### src/inc/psi_defs.svh
/*
 * Offsets, field positions, reset values and timing counts of the
 * physical-layer pin and strap block.
 * Assumes a 25 MHz system clock and byte addresses on the register port.
 */
`ifndef PSI_DEFS_SVH
`define PSI_DEFS_SVH

// ----------------------------------------------------------------
// Register offsets
// ----------------------------------------------------------------
`define PSI_ADDR_W            8
`define PSI_DATA_W            32
`define PSI_OFF_CONFIG0       8'h00
`define PSI_OFF_STATUS        8'h04

// ----------------------------------------------------------------
// Field positions and reset values
// ----------------------------------------------------------------
`define PSI_CFG_MODE_LSB      0
`define PSI_CFG_MODE_RST      2'h0
`define PSI_ST_IFSEL_LSB      0
`define PSI_ST_CLKSEL_LSB     2
`define PSI_ST_FAULT_BIT      4
`define PSI_ST_GUARD_LSB      5
`define PSI_ST_VIOL_LSB       7
`define PSI_MODE_RS485        2'h1
`define PSI_CLKSEL_OFF        2'h0
`define PSI_CLKSEL_4MHZ       2'h1
`define PSI_CLKSEL_10MHZ      2'h2
`define PSI_IFSEL_MAX_OK      2'h1

// ----------------------------------------------------------------
// Timing
// ----------------------------------------------------------------
`define PSI_SYS_CLK_KHZ       25000
`define PSI_SYS_CLK_PS        40000
`define PSI_CRYSTAL_DRIVE_PIN_KHZ          40000
`define PSI_EXT_CLOCK_OUT_4_KHZ      4000
`define PSI_EXT_CLOCK_OUT_10_KHZ     10000
`define PSI_SETTLE_UT         8
`define PSI_UT_PS             (1000000000 / `PSI_CRYSTAL_DRIVE_PIN_KHZ)
`define PSI_HALF_OF(f)        (((`PSI_SYS_CLK_KHZ / (2 * (f))) < 1) ? 1 : \
                               (`PSI_SYS_CLK_KHZ / (2 * (f))))
`define PSI_SETTLE_CYC        (((`PSI_SETTLE_UT * `PSI_UT_PS) / `PSI_SYS_CLK_PS) < 1 ? 1 : \
                               ((`PSI_SETTLE_UT * `PSI_UT_PS) / `PSI_SYS_CLK_PS))

`endif

### src/inc/psi_pkg.sv
/*
 * Types of the physical-layer pin and strap block.
 * Assumes nothing beyond a SystemVerilog elaborator.
 */
package psi_pkg;

    // ------------------------------------------------------------
    // Controller reset, run and halt states
    // ------------------------------------------------------------
    typedef enum logic [3:0]
    {
        PSI_ST_POR  = 4'b0001,
        PSI_ST_HARD = 4'b0010,
        PSI_ST_RUN  = 4'b0100,
        PSI_ST_HALT = 4'b1000
    } psi_state_type;

endpackage

### src/inc/psi_ext_clock_out_if.sv
/*
 * Carrier between the pin block and its clock output generator.
 * Assumes both ends run on the same system clock.
 */
`timescale 1ns/1ps

interface psi_ext_clock_out_if;
    logic       run;
    logic       restart;
    logic [1:0] sel;
    logic       clk_out;

    modport ctrl (output run, output restart, output sel, input clk_out);
    modport gen  (input run, input restart, input sel, output clk_out);
endinterface

### src/rtl/psi_ext_clock_out_gen.sv
/*
 * Continuous clock output generator: a counter divides the system clock
 * by a half period floored from the selected rate, at least one cycle, or holds the output low when switched off.
 * Assumes restart is a one-cycle pulse and run low means internal reset.
 */
`timescale 1ns/1ps
`include "psi_defs.svh"

module psi_ext_clock_out_gen #(
    parameter int CNT_W = 8
) (
    input  wire logic   SYS_CLK,
    input  wire logic   SRST,
    psi_ext_clock_out_if.gen   cko
);
    localparam logic [CNT_W-1:0] HALF_4  = CNT_W'(`PSI_HALF_OF(`PSI_EXT_CLOCK_OUT_4_KHZ));
    localparam logic [CNT_W-1:0] HALF_10 = CNT_W'(`PSI_HALF_OF(`PSI_EXT_CLOCK_OUT_10_KHZ));
    localparam logic [CNT_W-1:0] HALF_40 = CNT_W'(`PSI_HALF_OF(`PSI_CRYSTAL_DRIVE_PIN_KHZ));

    if (CNT_W < 2 || `PSI_HALF_OF(`PSI_EXT_CLOCK_OUT_4_KHZ) >= (1 << CNT_W))
    begin : g_bad_cnt_w
        $error("psi_ext_clock_out_gen: CNT_W too small");
    end

    logic [1:0]       sel_r;
    logic [CNT_W-1:0] cnt_r;
    logic             clk_r;
    wire  [CNT_W-1:0] half_len;
    wire              cnt_end;
    wire              off;

    // ------------------------------------------------------------
    // Rate selection
    // ------------------------------------------------------------
    assign half_len = (sel_r == `PSI_CLKSEL_4MHZ)  ? HALF_4 :
                      (sel_r == `PSI_CLKSEL_10MHZ) ? HALF_10 : HALF_40;
    assign off      = (sel_r == `PSI_CLKSEL_OFF) || !cko.run;
    assign cnt_end  = (cnt_r >= half_len - CNT_W'(1));
    assign cko.clk_out = clk_r;

    // ------------------------------------------------------------
    // Divider
    // ------------------------------------------------------------
    always_ff @(posedge SYS_CLK)
    begin
        if (SRST)
            sel_r <= `PSI_CLKSEL_OFF;
        else if (cko.restart)
            sel_r <= cko.sel;
    end

    always_ff @(posedge SYS_CLK)
    begin
        if (SRST || cko.restart || off || cnt_end)
            cnt_r <= '0;
        else
            cnt_r <= cnt_r + CNT_W'(1);
    end

    always_ff @(posedge SYS_CLK)
    begin
        if (SRST || off)
            clk_r <= 1'b0;
        else if (cnt_end && !cko.restart)
            clk_r <= !clk_r;
    end

endmodule // psi_ext_clock_out_gen

### src/rtl/psi_pin_strap.sv
/*
 * Physical-layer pin logic of the communication controller: transmit
 * enables and data for two channels, guardian enable sampling, strap
 * capture on the shared channel-1 data pin, clock output, reset state
 * and host interrupt line.
 * Assumes pins arrive asynchronously and the pad resolves the enables.
 */
// The implementer's own choices: the strobed register port and the address map.
// Function
// - Native mode drives one active-low transmit enable per channel.
// - RS485 mode uses the same two pins as active-low RS485 enables.
// - Two-bit bus driver mode field selects native or RS485 data.
// - Separate transmit data pin per channel in both modes.
// - Channel-1 data pin is an input during reset; capture interface select bit1.
// - While capturing, channel-1 driver off and pulldown on.
// - Sample one guardian enable input per channel to monitor schedule.
// - RS485 mode ignores guardian inputs; far side ties them to a level.
// - Continuous clock output with rate chosen by two straps.
// - Clock output stays active in all states but power-on reset, hard reset included.
// - Clock output may stop during power-on and low-voltage resets.
// - External reset is active low and sets a known startup state.
// - Host interrupt is a level: low asserted, high negated.
// - Device clock comes from the crystal or clock input, 40 MHz nominal.
// - Clock straps select off, 4, 10 or 40 MHz; from the 25 MHz system clock the divider gives 4.17, 12.5 and 12.5 MHz.
// - Unsupported interface code halts, ignores host, waits for hard reset.
// - All interrupt sources combine onto the one level-sensitive line.
// - Clock output settles within 8 microticks after hard reset release.
`timescale 1ns/1ps
`include "psi_defs.svh"

module psi_pin_strap #(
    parameter int N_IRQ = 4
) (
    input  wire logic                   SYS_CLK,
    input  wire logic                   SRST,
    input  wire logic [`PSI_ADDR_W-1:0] REG_ADDR,
    input  wire logic [`PSI_DATA_W-1:0] REG_WDATA,
    input  wire logic                   REG_WR,
    input  wire logic                   REG_RD,
    output logic      [`PSI_DATA_W-1:0] REG_RDATA,
    input  wire logic                   EXT_RESET_N,
    input  wire logic                   POR_RESET,
    input  wire logic [1:0]             CLK_SEL_STRAP,
    input  wire logic                   HOST_IF_STRAP_BIT0,
    input  wire logic [1:0]             GUARDIAN_ENABLE_IN,
    input  wire logic [1:0]             TX_REQ,
    input  wire logic [1:0]             TX_BIT,
    input  wire logic [N_IRQ-1:0]       IRQ_SOURCES,
    output logic      [1:0]             PHY_TX_ENABLE_N,
    output logic      [1:0]             PHY_TX_DATA_O,
    output logic      [1:0]             PHY_TX_DATA_OE,
    input  wire logic                   PHY_TX_DATA_I,
    output logic                        PHY_TX_DATA_PULLDOWN,
    output logic                        EXT_CLOCK_OUT,
    output logic                        HOST_IRQ_N,
    output logic      [1:0]             HOST_IF_SEL,
    output logic                        IF_SEL_FAULT,
    output logic                        CTRL_IN_RESET
);
    localparam int N_PIN      = 8;
    localparam int SETTLE_MAX = `PSI_SETTLE_CYC;

    if (N_IRQ < 1 || N_IRQ > 32)
    begin : g_bad_n_irq
        $error("psi_pin_strap: N_IRQ must be 1 to 32");
    end

    // ------------------------------------------------------------
    // Pin synchronisers
    // ------------------------------------------------------------
    wire  [N_PIN-1:0] pin_raw;
    logic [N_PIN-1:0] pin_f;

    assign pin_raw = {POR_RESET, PHY_TX_DATA_I, HOST_IF_STRAP_BIT0,
                      CLK_SEL_STRAP, GUARDIAN_ENABLE_IN, EXT_RESET_N};

    genvar gi;
    generate
        for (gi = 0; gi < N_PIN; gi++)
        begin : g_sync
            logic s1_r;
            logic s2_r;
            logic s3_r;
            always_ff @(posedge SYS_CLK)
            begin
                if (SRST)
                begin
                    s1_r <= 1'b0;
                    s2_r <= 1'b0;
                    s3_r <= 1'b0;
                end
                else
                begin
                    s1_r <= pin_raw[gi];
                    s2_r <= s1_r;
                    s3_r <= s2_r;
                end
            end
            always_ff @(posedge SYS_CLK)
            begin
                if (SRST)
                    pin_f[gi] <= 1'b0;
                else if (s2_r == s3_r)
                    pin_f[gi] <= s3_r;
            end
        end
    endgenerate

    wire       ext_rst_n_f = pin_f[0];
    wire [1:0] guard_f     = pin_f[2:1];
    wire [1:0] clksel_f    = pin_f[4:3];
    wire [1:0] ifsel_f     = pin_f[6:5];
    wire       por_f       = pin_f[7];

    // ------------------------------------------------------------
    // Reset sequence and strap capture
    // ------------------------------------------------------------
    psi_pkg::psi_state_type state_r;
    psi_pkg::psi_state_type state_nxt;
    logic [1:0]             ifsel_r;
    logic [1:0]             clksel_r;

    wire capture   = (state_r == psi_pkg::PSI_ST_POR) || (state_r == psi_pkg::PSI_ST_HARD);
    wire running   = (state_r == psi_pkg::PSI_ST_RUN);
    wire halted    = (state_r == psi_pkg::PSI_ST_HALT);
    wire if_bad    = (ifsel_r > `PSI_IFSEL_MAX_OK);
    wire releasing = capture && !por_f && ext_rst_n_f;

    always_comb
    begin
        state_nxt = state_r;
        case (state_r)
            psi_pkg::PSI_ST_POR,
            psi_pkg::PSI_ST_HARD:
            begin
                if (por_f)
                    state_nxt = psi_pkg::PSI_ST_POR;
                else if (!ext_rst_n_f)
                    state_nxt = psi_pkg::PSI_ST_HARD;
                else if (if_bad)
                    state_nxt = psi_pkg::PSI_ST_HALT;
                else
                    state_nxt = psi_pkg::PSI_ST_RUN;
            end
            psi_pkg::PSI_ST_RUN,
            psi_pkg::PSI_ST_HALT:
            begin
                if (por_f)
                    state_nxt = psi_pkg::PSI_ST_POR;
                else if (!ext_rst_n_f)
                    state_nxt = psi_pkg::PSI_ST_HARD;
            end
            default:
                state_nxt = psi_pkg::PSI_ST_POR;
        endcase
    end

    always_ff @(posedge SYS_CLK)
    begin
        if (SRST)
            state_r <= psi_pkg::PSI_ST_POR;
        else
            state_r <= state_nxt;
    end

    // Transparent while in reset, frozen at release
    always_ff @(posedge SYS_CLK)
    begin
        if (SRST)
        begin
            ifsel_r  <= 2'h0;
            clksel_r <= `PSI_CLKSEL_OFF;
        end
        else if (capture)
        begin
            ifsel_r  <= ifsel_f;
            clksel_r <= clksel_f;
        end
    end

    // ------------------------------------------------------------
    // Register port
    // ------------------------------------------------------------
    logic [1:0]             mode_r;
    logic [1:0]             viol_r;
    logic [`PSI_DATA_W-1:0] rdata_r;

    wire host_ok   = !halted;
    wire hit_cfg   = (REG_ADDR == `PSI_OFF_CONFIG0);
    wire hit_stat  = (REG_ADDR == `PSI_OFF_STATUS);
    wire wr_cfg    = REG_WR && hit_cfg && host_ok;
    wire wr_stat   = REG_WR && hit_stat && host_ok;
    wire rs485     = (mode_r == `PSI_MODE_RS485);
    wire [1:0] viol_clr = wr_stat ? REG_WDATA[`PSI_ST_VIOL_LSB +: 2] : 2'h0;
    wire [1:0] viol_set = running && !rs485 ? (TX_REQ & ~guard_f) : 2'h0;

    wire [`PSI_DATA_W-1:0] cfg_word  = {{(`PSI_DATA_W-2){1'b0}}, mode_r};
    wire [`PSI_DATA_W-1:0] stat_word = {{(`PSI_DATA_W-9){1'b0}}, viol_r, guard_f,
                                        halted, clksel_r, ifsel_r};
    wire [`PSI_DATA_W-1:0] rd_mux    = !(REG_RD && host_ok) ? '0 :
                                       hit_cfg  ? cfg_word :
                                       hit_stat ? stat_word : '0;

    always_ff @(posedge SYS_CLK)
    begin
        if (SRST)
            mode_r <= `PSI_CFG_MODE_RST;
        else if (capture)
            mode_r <= `PSI_CFG_MODE_RST;
        else if (wr_cfg)
            mode_r <= REG_WDATA[`PSI_CFG_MODE_LSB +: 2];
    end

    // Set wins over a same-cycle clear
    always_ff @(posedge SYS_CLK)
    begin
        if (SRST)
            viol_r <= 2'h0;
        else
            viol_r <= (viol_r & ~viol_clr) | viol_set;
    end

    always_ff @(posedge SYS_CLK)
    begin
        if (SRST)
            rdata_r <= '0;
        else
            rdata_r <= rd_mux;
    end

    // ------------------------------------------------------------
    // Transmit pins
    // ------------------------------------------------------------
    logic [1:0] txen_n_r;
    logic [1:0] txd_r;

    // RS485 ignores guardians; native needs the guardian window open
    wire [1:0] tx_go = running ? (TX_REQ & (rs485 ? 2'h3 : guard_f)) : 2'h0;

    always_ff @(posedge SYS_CLK)
    begin
        if (SRST)
        begin
            txen_n_r <= 2'h3;
            txd_r    <= 2'h3;
        end
        else
        begin
            txen_n_r <= ~tx_go;
            txd_r    <= (tx_go & TX_BIT) | ~tx_go;
        end
    end

    assign PHY_TX_ENABLE_N      = txen_n_r;
    assign PHY_TX_DATA_O        = txd_r;
    assign PHY_TX_DATA_OE       = {1'b1, !capture};
    assign PHY_TX_DATA_PULLDOWN = capture;

    // ------------------------------------------------------------
    // Clock output and interrupt
    // ------------------------------------------------------------
    psi_ext_clock_out_if cko ();
    logic irq_n_r;

    assign cko.run     = (state_r != psi_pkg::PSI_ST_POR);
    assign cko.restart = releasing;
    assign cko.sel     = clksel_f;

    psi_ext_clock_out_gen u_ext_clock_out (
        .SYS_CLK (SYS_CLK),
        .SRST    (SRST),
        .cko     (cko.gen)
    );

    always_ff @(posedge SYS_CLK)
    begin
        if (SRST)
            irq_n_r <= 1'b1;
        else
            irq_n_r <= !(running && (|IRQ_SOURCES));
    end

    assign EXT_CLOCK_OUT = cko.clk_out;
    assign HOST_IRQ_N    = irq_n_r;
    assign REG_RDATA     = rdata_r;
    assign HOST_IF_SEL   = ifsel_r;
    assign IF_SEL_FAULT  = halted;
    assign CTRL_IN_RESET = !running;
endmodule // psi_pin_strap

### config.mk
export PLATFORM = sky130hd
export DESIGN_NAME = psi_pin_strap
export DESIGN_NICKNAME = d
export VERILOG_FILES = /design/src/inc/psi_pkg.sv /design/src/inc/psi_ext_clock_out_if.sv /design/src/rtl/psi_ext_clock_out_gen.sv /design/src/rtl/psi_pin_strap.sv
export VERILOG_INCLUDE_DIRS = /design/src /design/src/inc
export SDC_FILE = /design/constraint.sdc
export NUM_CORES = 1
export LEC_CHECK = 0
export BUFFER_PORTS_ARGS = -buffer_cell sky130_fd_sc_hd__buf_2
export CORE_MARGIN = 3
export CORE_UTILIZATION = 47
export CTS_CLUSTER_SIZE = 8
export DETAILED_ROUTE_END_ITERATION = 7
export PLACE_DENSITY_LB_ADDON = 0.25
export SYNTH_ARGS = -nofsm -noshare
export SYNTH_HDL_FRONTEND = slang
export SYNTH_HIERARCHICAL = 1
export SYNTH_SLANG_ARGS = --single-unit
### constraint.sdc
create_clock -name SYS_CLK -period 2.21 [get_ports SYS_CLK]
set_input_delay 0.442 -clock SYS_CLK [delete_from_list [all_inputs] [get_ports SYS_CLK]]
set_output_delay 0.442 -clock SYS_CLK [all_outputs]
set_load 0.005 [all_outputs]
==> flow_summary.ini <==
[run_status]
status = completed

[layout]
nets = 377
drive_gt1_share_pct = 25.0
finalNonFillerCells = 390
syn_to_final_growth_pct = 18.0
antenna_cells = 0
final_cell_mix = dfxtp_1, buf_2, nor2b_1
final_common_cell = dfxtp_1

[clock_network]
clock_latency_ns = 0.33
tritoncts = yes
cts.sink_count = 69
cts-root-buf = clkbuf_8
post_cts_buffers = 0
cts_made_buffers = 9
cts.htree.levels = 3
cts_resized = 0
cts_max_path_buffers = 2
clk_pin_slew_worst_paths_ns = 0.07
hold_buffers = 0

[yosys]
ys_seq_area_share_pct = 53.6
synth.avg_cell_area_um2 = 10.1
synth.cell_area_um2 = 2580
synth-warning-count = 6
synth.distinct_cells = 38
synth_seq_cells = 69
netlist_instances = 255

[sta]
period_share_pct = 88.4
tightest_slew_ns = 0.506
fmax_ghz = 0.512
slew_headroom_pct = 66.1
fin_tns_setup_ns = 0
rsz0062_at_grt = no
min_period_ns = 1.95
whs_ns = 0.273
slew_viol_final = 0
final-hold-violation-count = 0
finalSetupViolations = 0
fin_skew_ns = 0.00786

[run]
drv_cap = 0

[power]
p_int_mw = 2.03
pwr_density_cell_nw_per_um2 = 879
clockPowerShare_pct = 39.2
swShare_pct = 24.1
p_comb_share_pct = 11.1
seqPwrFrac_pct = 49.7
netSwitchingPower_mw = 0.646
p_leak_nw = 1.25
ir_worst_vdd_mv = 0.459

[global_route]
antenna_found_initial = 0
first_global_vias = 1524
grt_max_degree = 37
grt_overflow = 0
grt.total_usage_pct = 13.5
grt_pass1_wl_mm = 6.62

[setup_path]
r2r_cells = 7
crit_slowest_cell = nor4b_2
ff2ff_setup_slack_ns = 0.43
timing.rr.end = u_ext_clock_out/cko.clk_out
crit_start = state_r[0]
crit_path_end_kind = primary output
arrival_ns = 1.51
critPathRequiredTime_ns = 1.77
crit_chain = nor4b_2, inv_1, buf_2
r2r_start = state_r[2]
cpPeakStageDelay_ns = 0.47
crit_type = reg -> out
crit_fanout = 5
crit_path_start_kind = register
cp-endpoint = CTRL_IN_RESET

[min_path]
hold_path_class = in -> reg

[detailed_routing]
ant_nets = 0
first_pass_iters = 4
drtIter0Drc = 51
wire_per_inst_um = 10.7
vias = 1770
via_per_inst = 4.54
drc_errors = 0
routed_wl_mm = 4.17

[floorplan]
die-area_um2 = 6410
die_w_um = 80.1
die_y_um = 80.1
num_rows = 26
core_um2 = 5200
io_pins = 105
initial_core_util_pct = 49.5

[placement]
portBuffers = 52
hpwl_mm = 2.99
gp_congestion = 0.787
dp_cells = 374
## metal layers
metal | track usage (%) | routed length (um) | vias to the layer above
met3 | 3.92 | 332 | 9
met5 | 0 | 0 | -
li1 | - | - | 921
met4 | 8.61 | 96 | 0
met1 | 16.9 | 1910 | 783
met2 | 20.0 | 1830 | 57
## cell families after synthesis
kind of cell	after synthesis	synth area share [%]
AO/OA/AOI/OAI	37	8.20
flip-flops	69	53.6
adder cells (fa/ha/maj)	2	0.970
AND/OR/NAND/NOR	97	24.2
other	3	0.437
buffers and inverters	37	8.93
multiplexers	6	2.33
XOR/XNOR	4	1.36
## cells in the mapped netlist (all sizes together)
library cell | count | area share (%)
a2111oi | 1 | 0.58
a211o | 1 | 0.34
a21oi | 12 | 2.3
a31oi | 2 | 0.49
and2 | 6 | 1.5
buf | 26 | 7.3
clkbuf | 6 | 0.87
conb | 3 | 0.44
dfxtp | 69 | 54
ha | 2 | 0.97
inv | 5 | 0.73
mux2i | 6 | 2.3
nand2 | 9 | 1.3
nand2b | 9 | 2.2
nand3 | 8 | 1.6
nand3b | 2 | 0.58
nand4b | 4 | 1.4
nor2 | 11 | 1.7
nor2b | 31 | 7.5
nor3 | 5 | 0.97
nor4 | 4 | 1.5
nor4b | 3 | 2.4
o211ai | 1 | 0.29
o21ai | 18 | 3.5
o31a | 1 | 0.34
o41ai | 1 | 0.34
or2 | 1 | 0.24
or3 | 2 | 0.49
or4 | 1 | 0.44
or4b | 1 | 0.53
xnor2 | 3 | 1.0
xor2 | 1 | 0.34
## final cells by class
class / count / area [um2]
clock buffer: 13 / 169
clock inverter: 3 / 42.5
sequential: 69 / 1380
tap: 70 / 87.6
timing repair buffer: 54 / 275
fill: 481 / 2160
multi-input combinational: 176 / 1070
inverter: 5 / 18.8
## critical path: cells and delay by family (launching register included)
family        cells  cell delay, ns
buf+inv           2            0.32
flops             1            0.39
simple gates      1            0.47
## sequential cells by signal, summed over array words and instances (netlist names), 4 cells and up
name and count:
g_sync.s2_r 8, u_ext_clock_out/cnt_r 8, REG_RDATA 9, g_sync.s1_r 8
state_r 4, g_sync.s3_r 8
## stage by stage
step                      total power [mW]  area (um2)  utilization [%]  setup slack, ns
after floorplan                       1.57        2680                -            0.332
after global placement                1.65        2830             54.4            0.370
after detailed placement              1.66        2830             54.4            0.364
after CTS                             2.71        3040             58.5            0.245
after global routing                  2.81        3040             58.5            0.139
final                                 2.67        3040             58.5            0.255
## power by group through the flow
stage | clock network [mW] | logic, mW | registers [mW]
finish | 1.05 | 0.296 | 1.33
global route | 1.13 | 0.339 | 1.33
CTS | 1.08 | 0.300 | 1.33
detailed placement | 0 | 0.298 | 1.36
global placement | 0 | 0.298 | 1.36
floorplan | 0 | 0.231 | 1.34
## worst min path at each step
| stage | startpoint | endpoint | slack, ns | cells past startpoint |
|---|---|---|---|---|
| after floorplan | u_ext_clock_out/cnt_r[0] | u_ext_clock_out/cnt_r[0] | 0.41 | 1 |
| after detailed placement | g_sync[6].s1_r | g_sync[6].s2_r | 0.42 | 1 |
| final | IRQ_SOURCES[2] | HOST_IRQ_N | 0.27 | 2 |
| after global placement | g_sync[7].s1_r | g_sync[7].s2_r | 0.42 | 1 |
| after CTS | IRQ_SOURCES[2] | HOST_IRQ_N | 0.26 | 2 |
| after global routing | IRQ_SOURCES[2] | HOST_IRQ_N | 0.27 | 2 |
No activity file was read; power rests on OpenSTA's default activity.
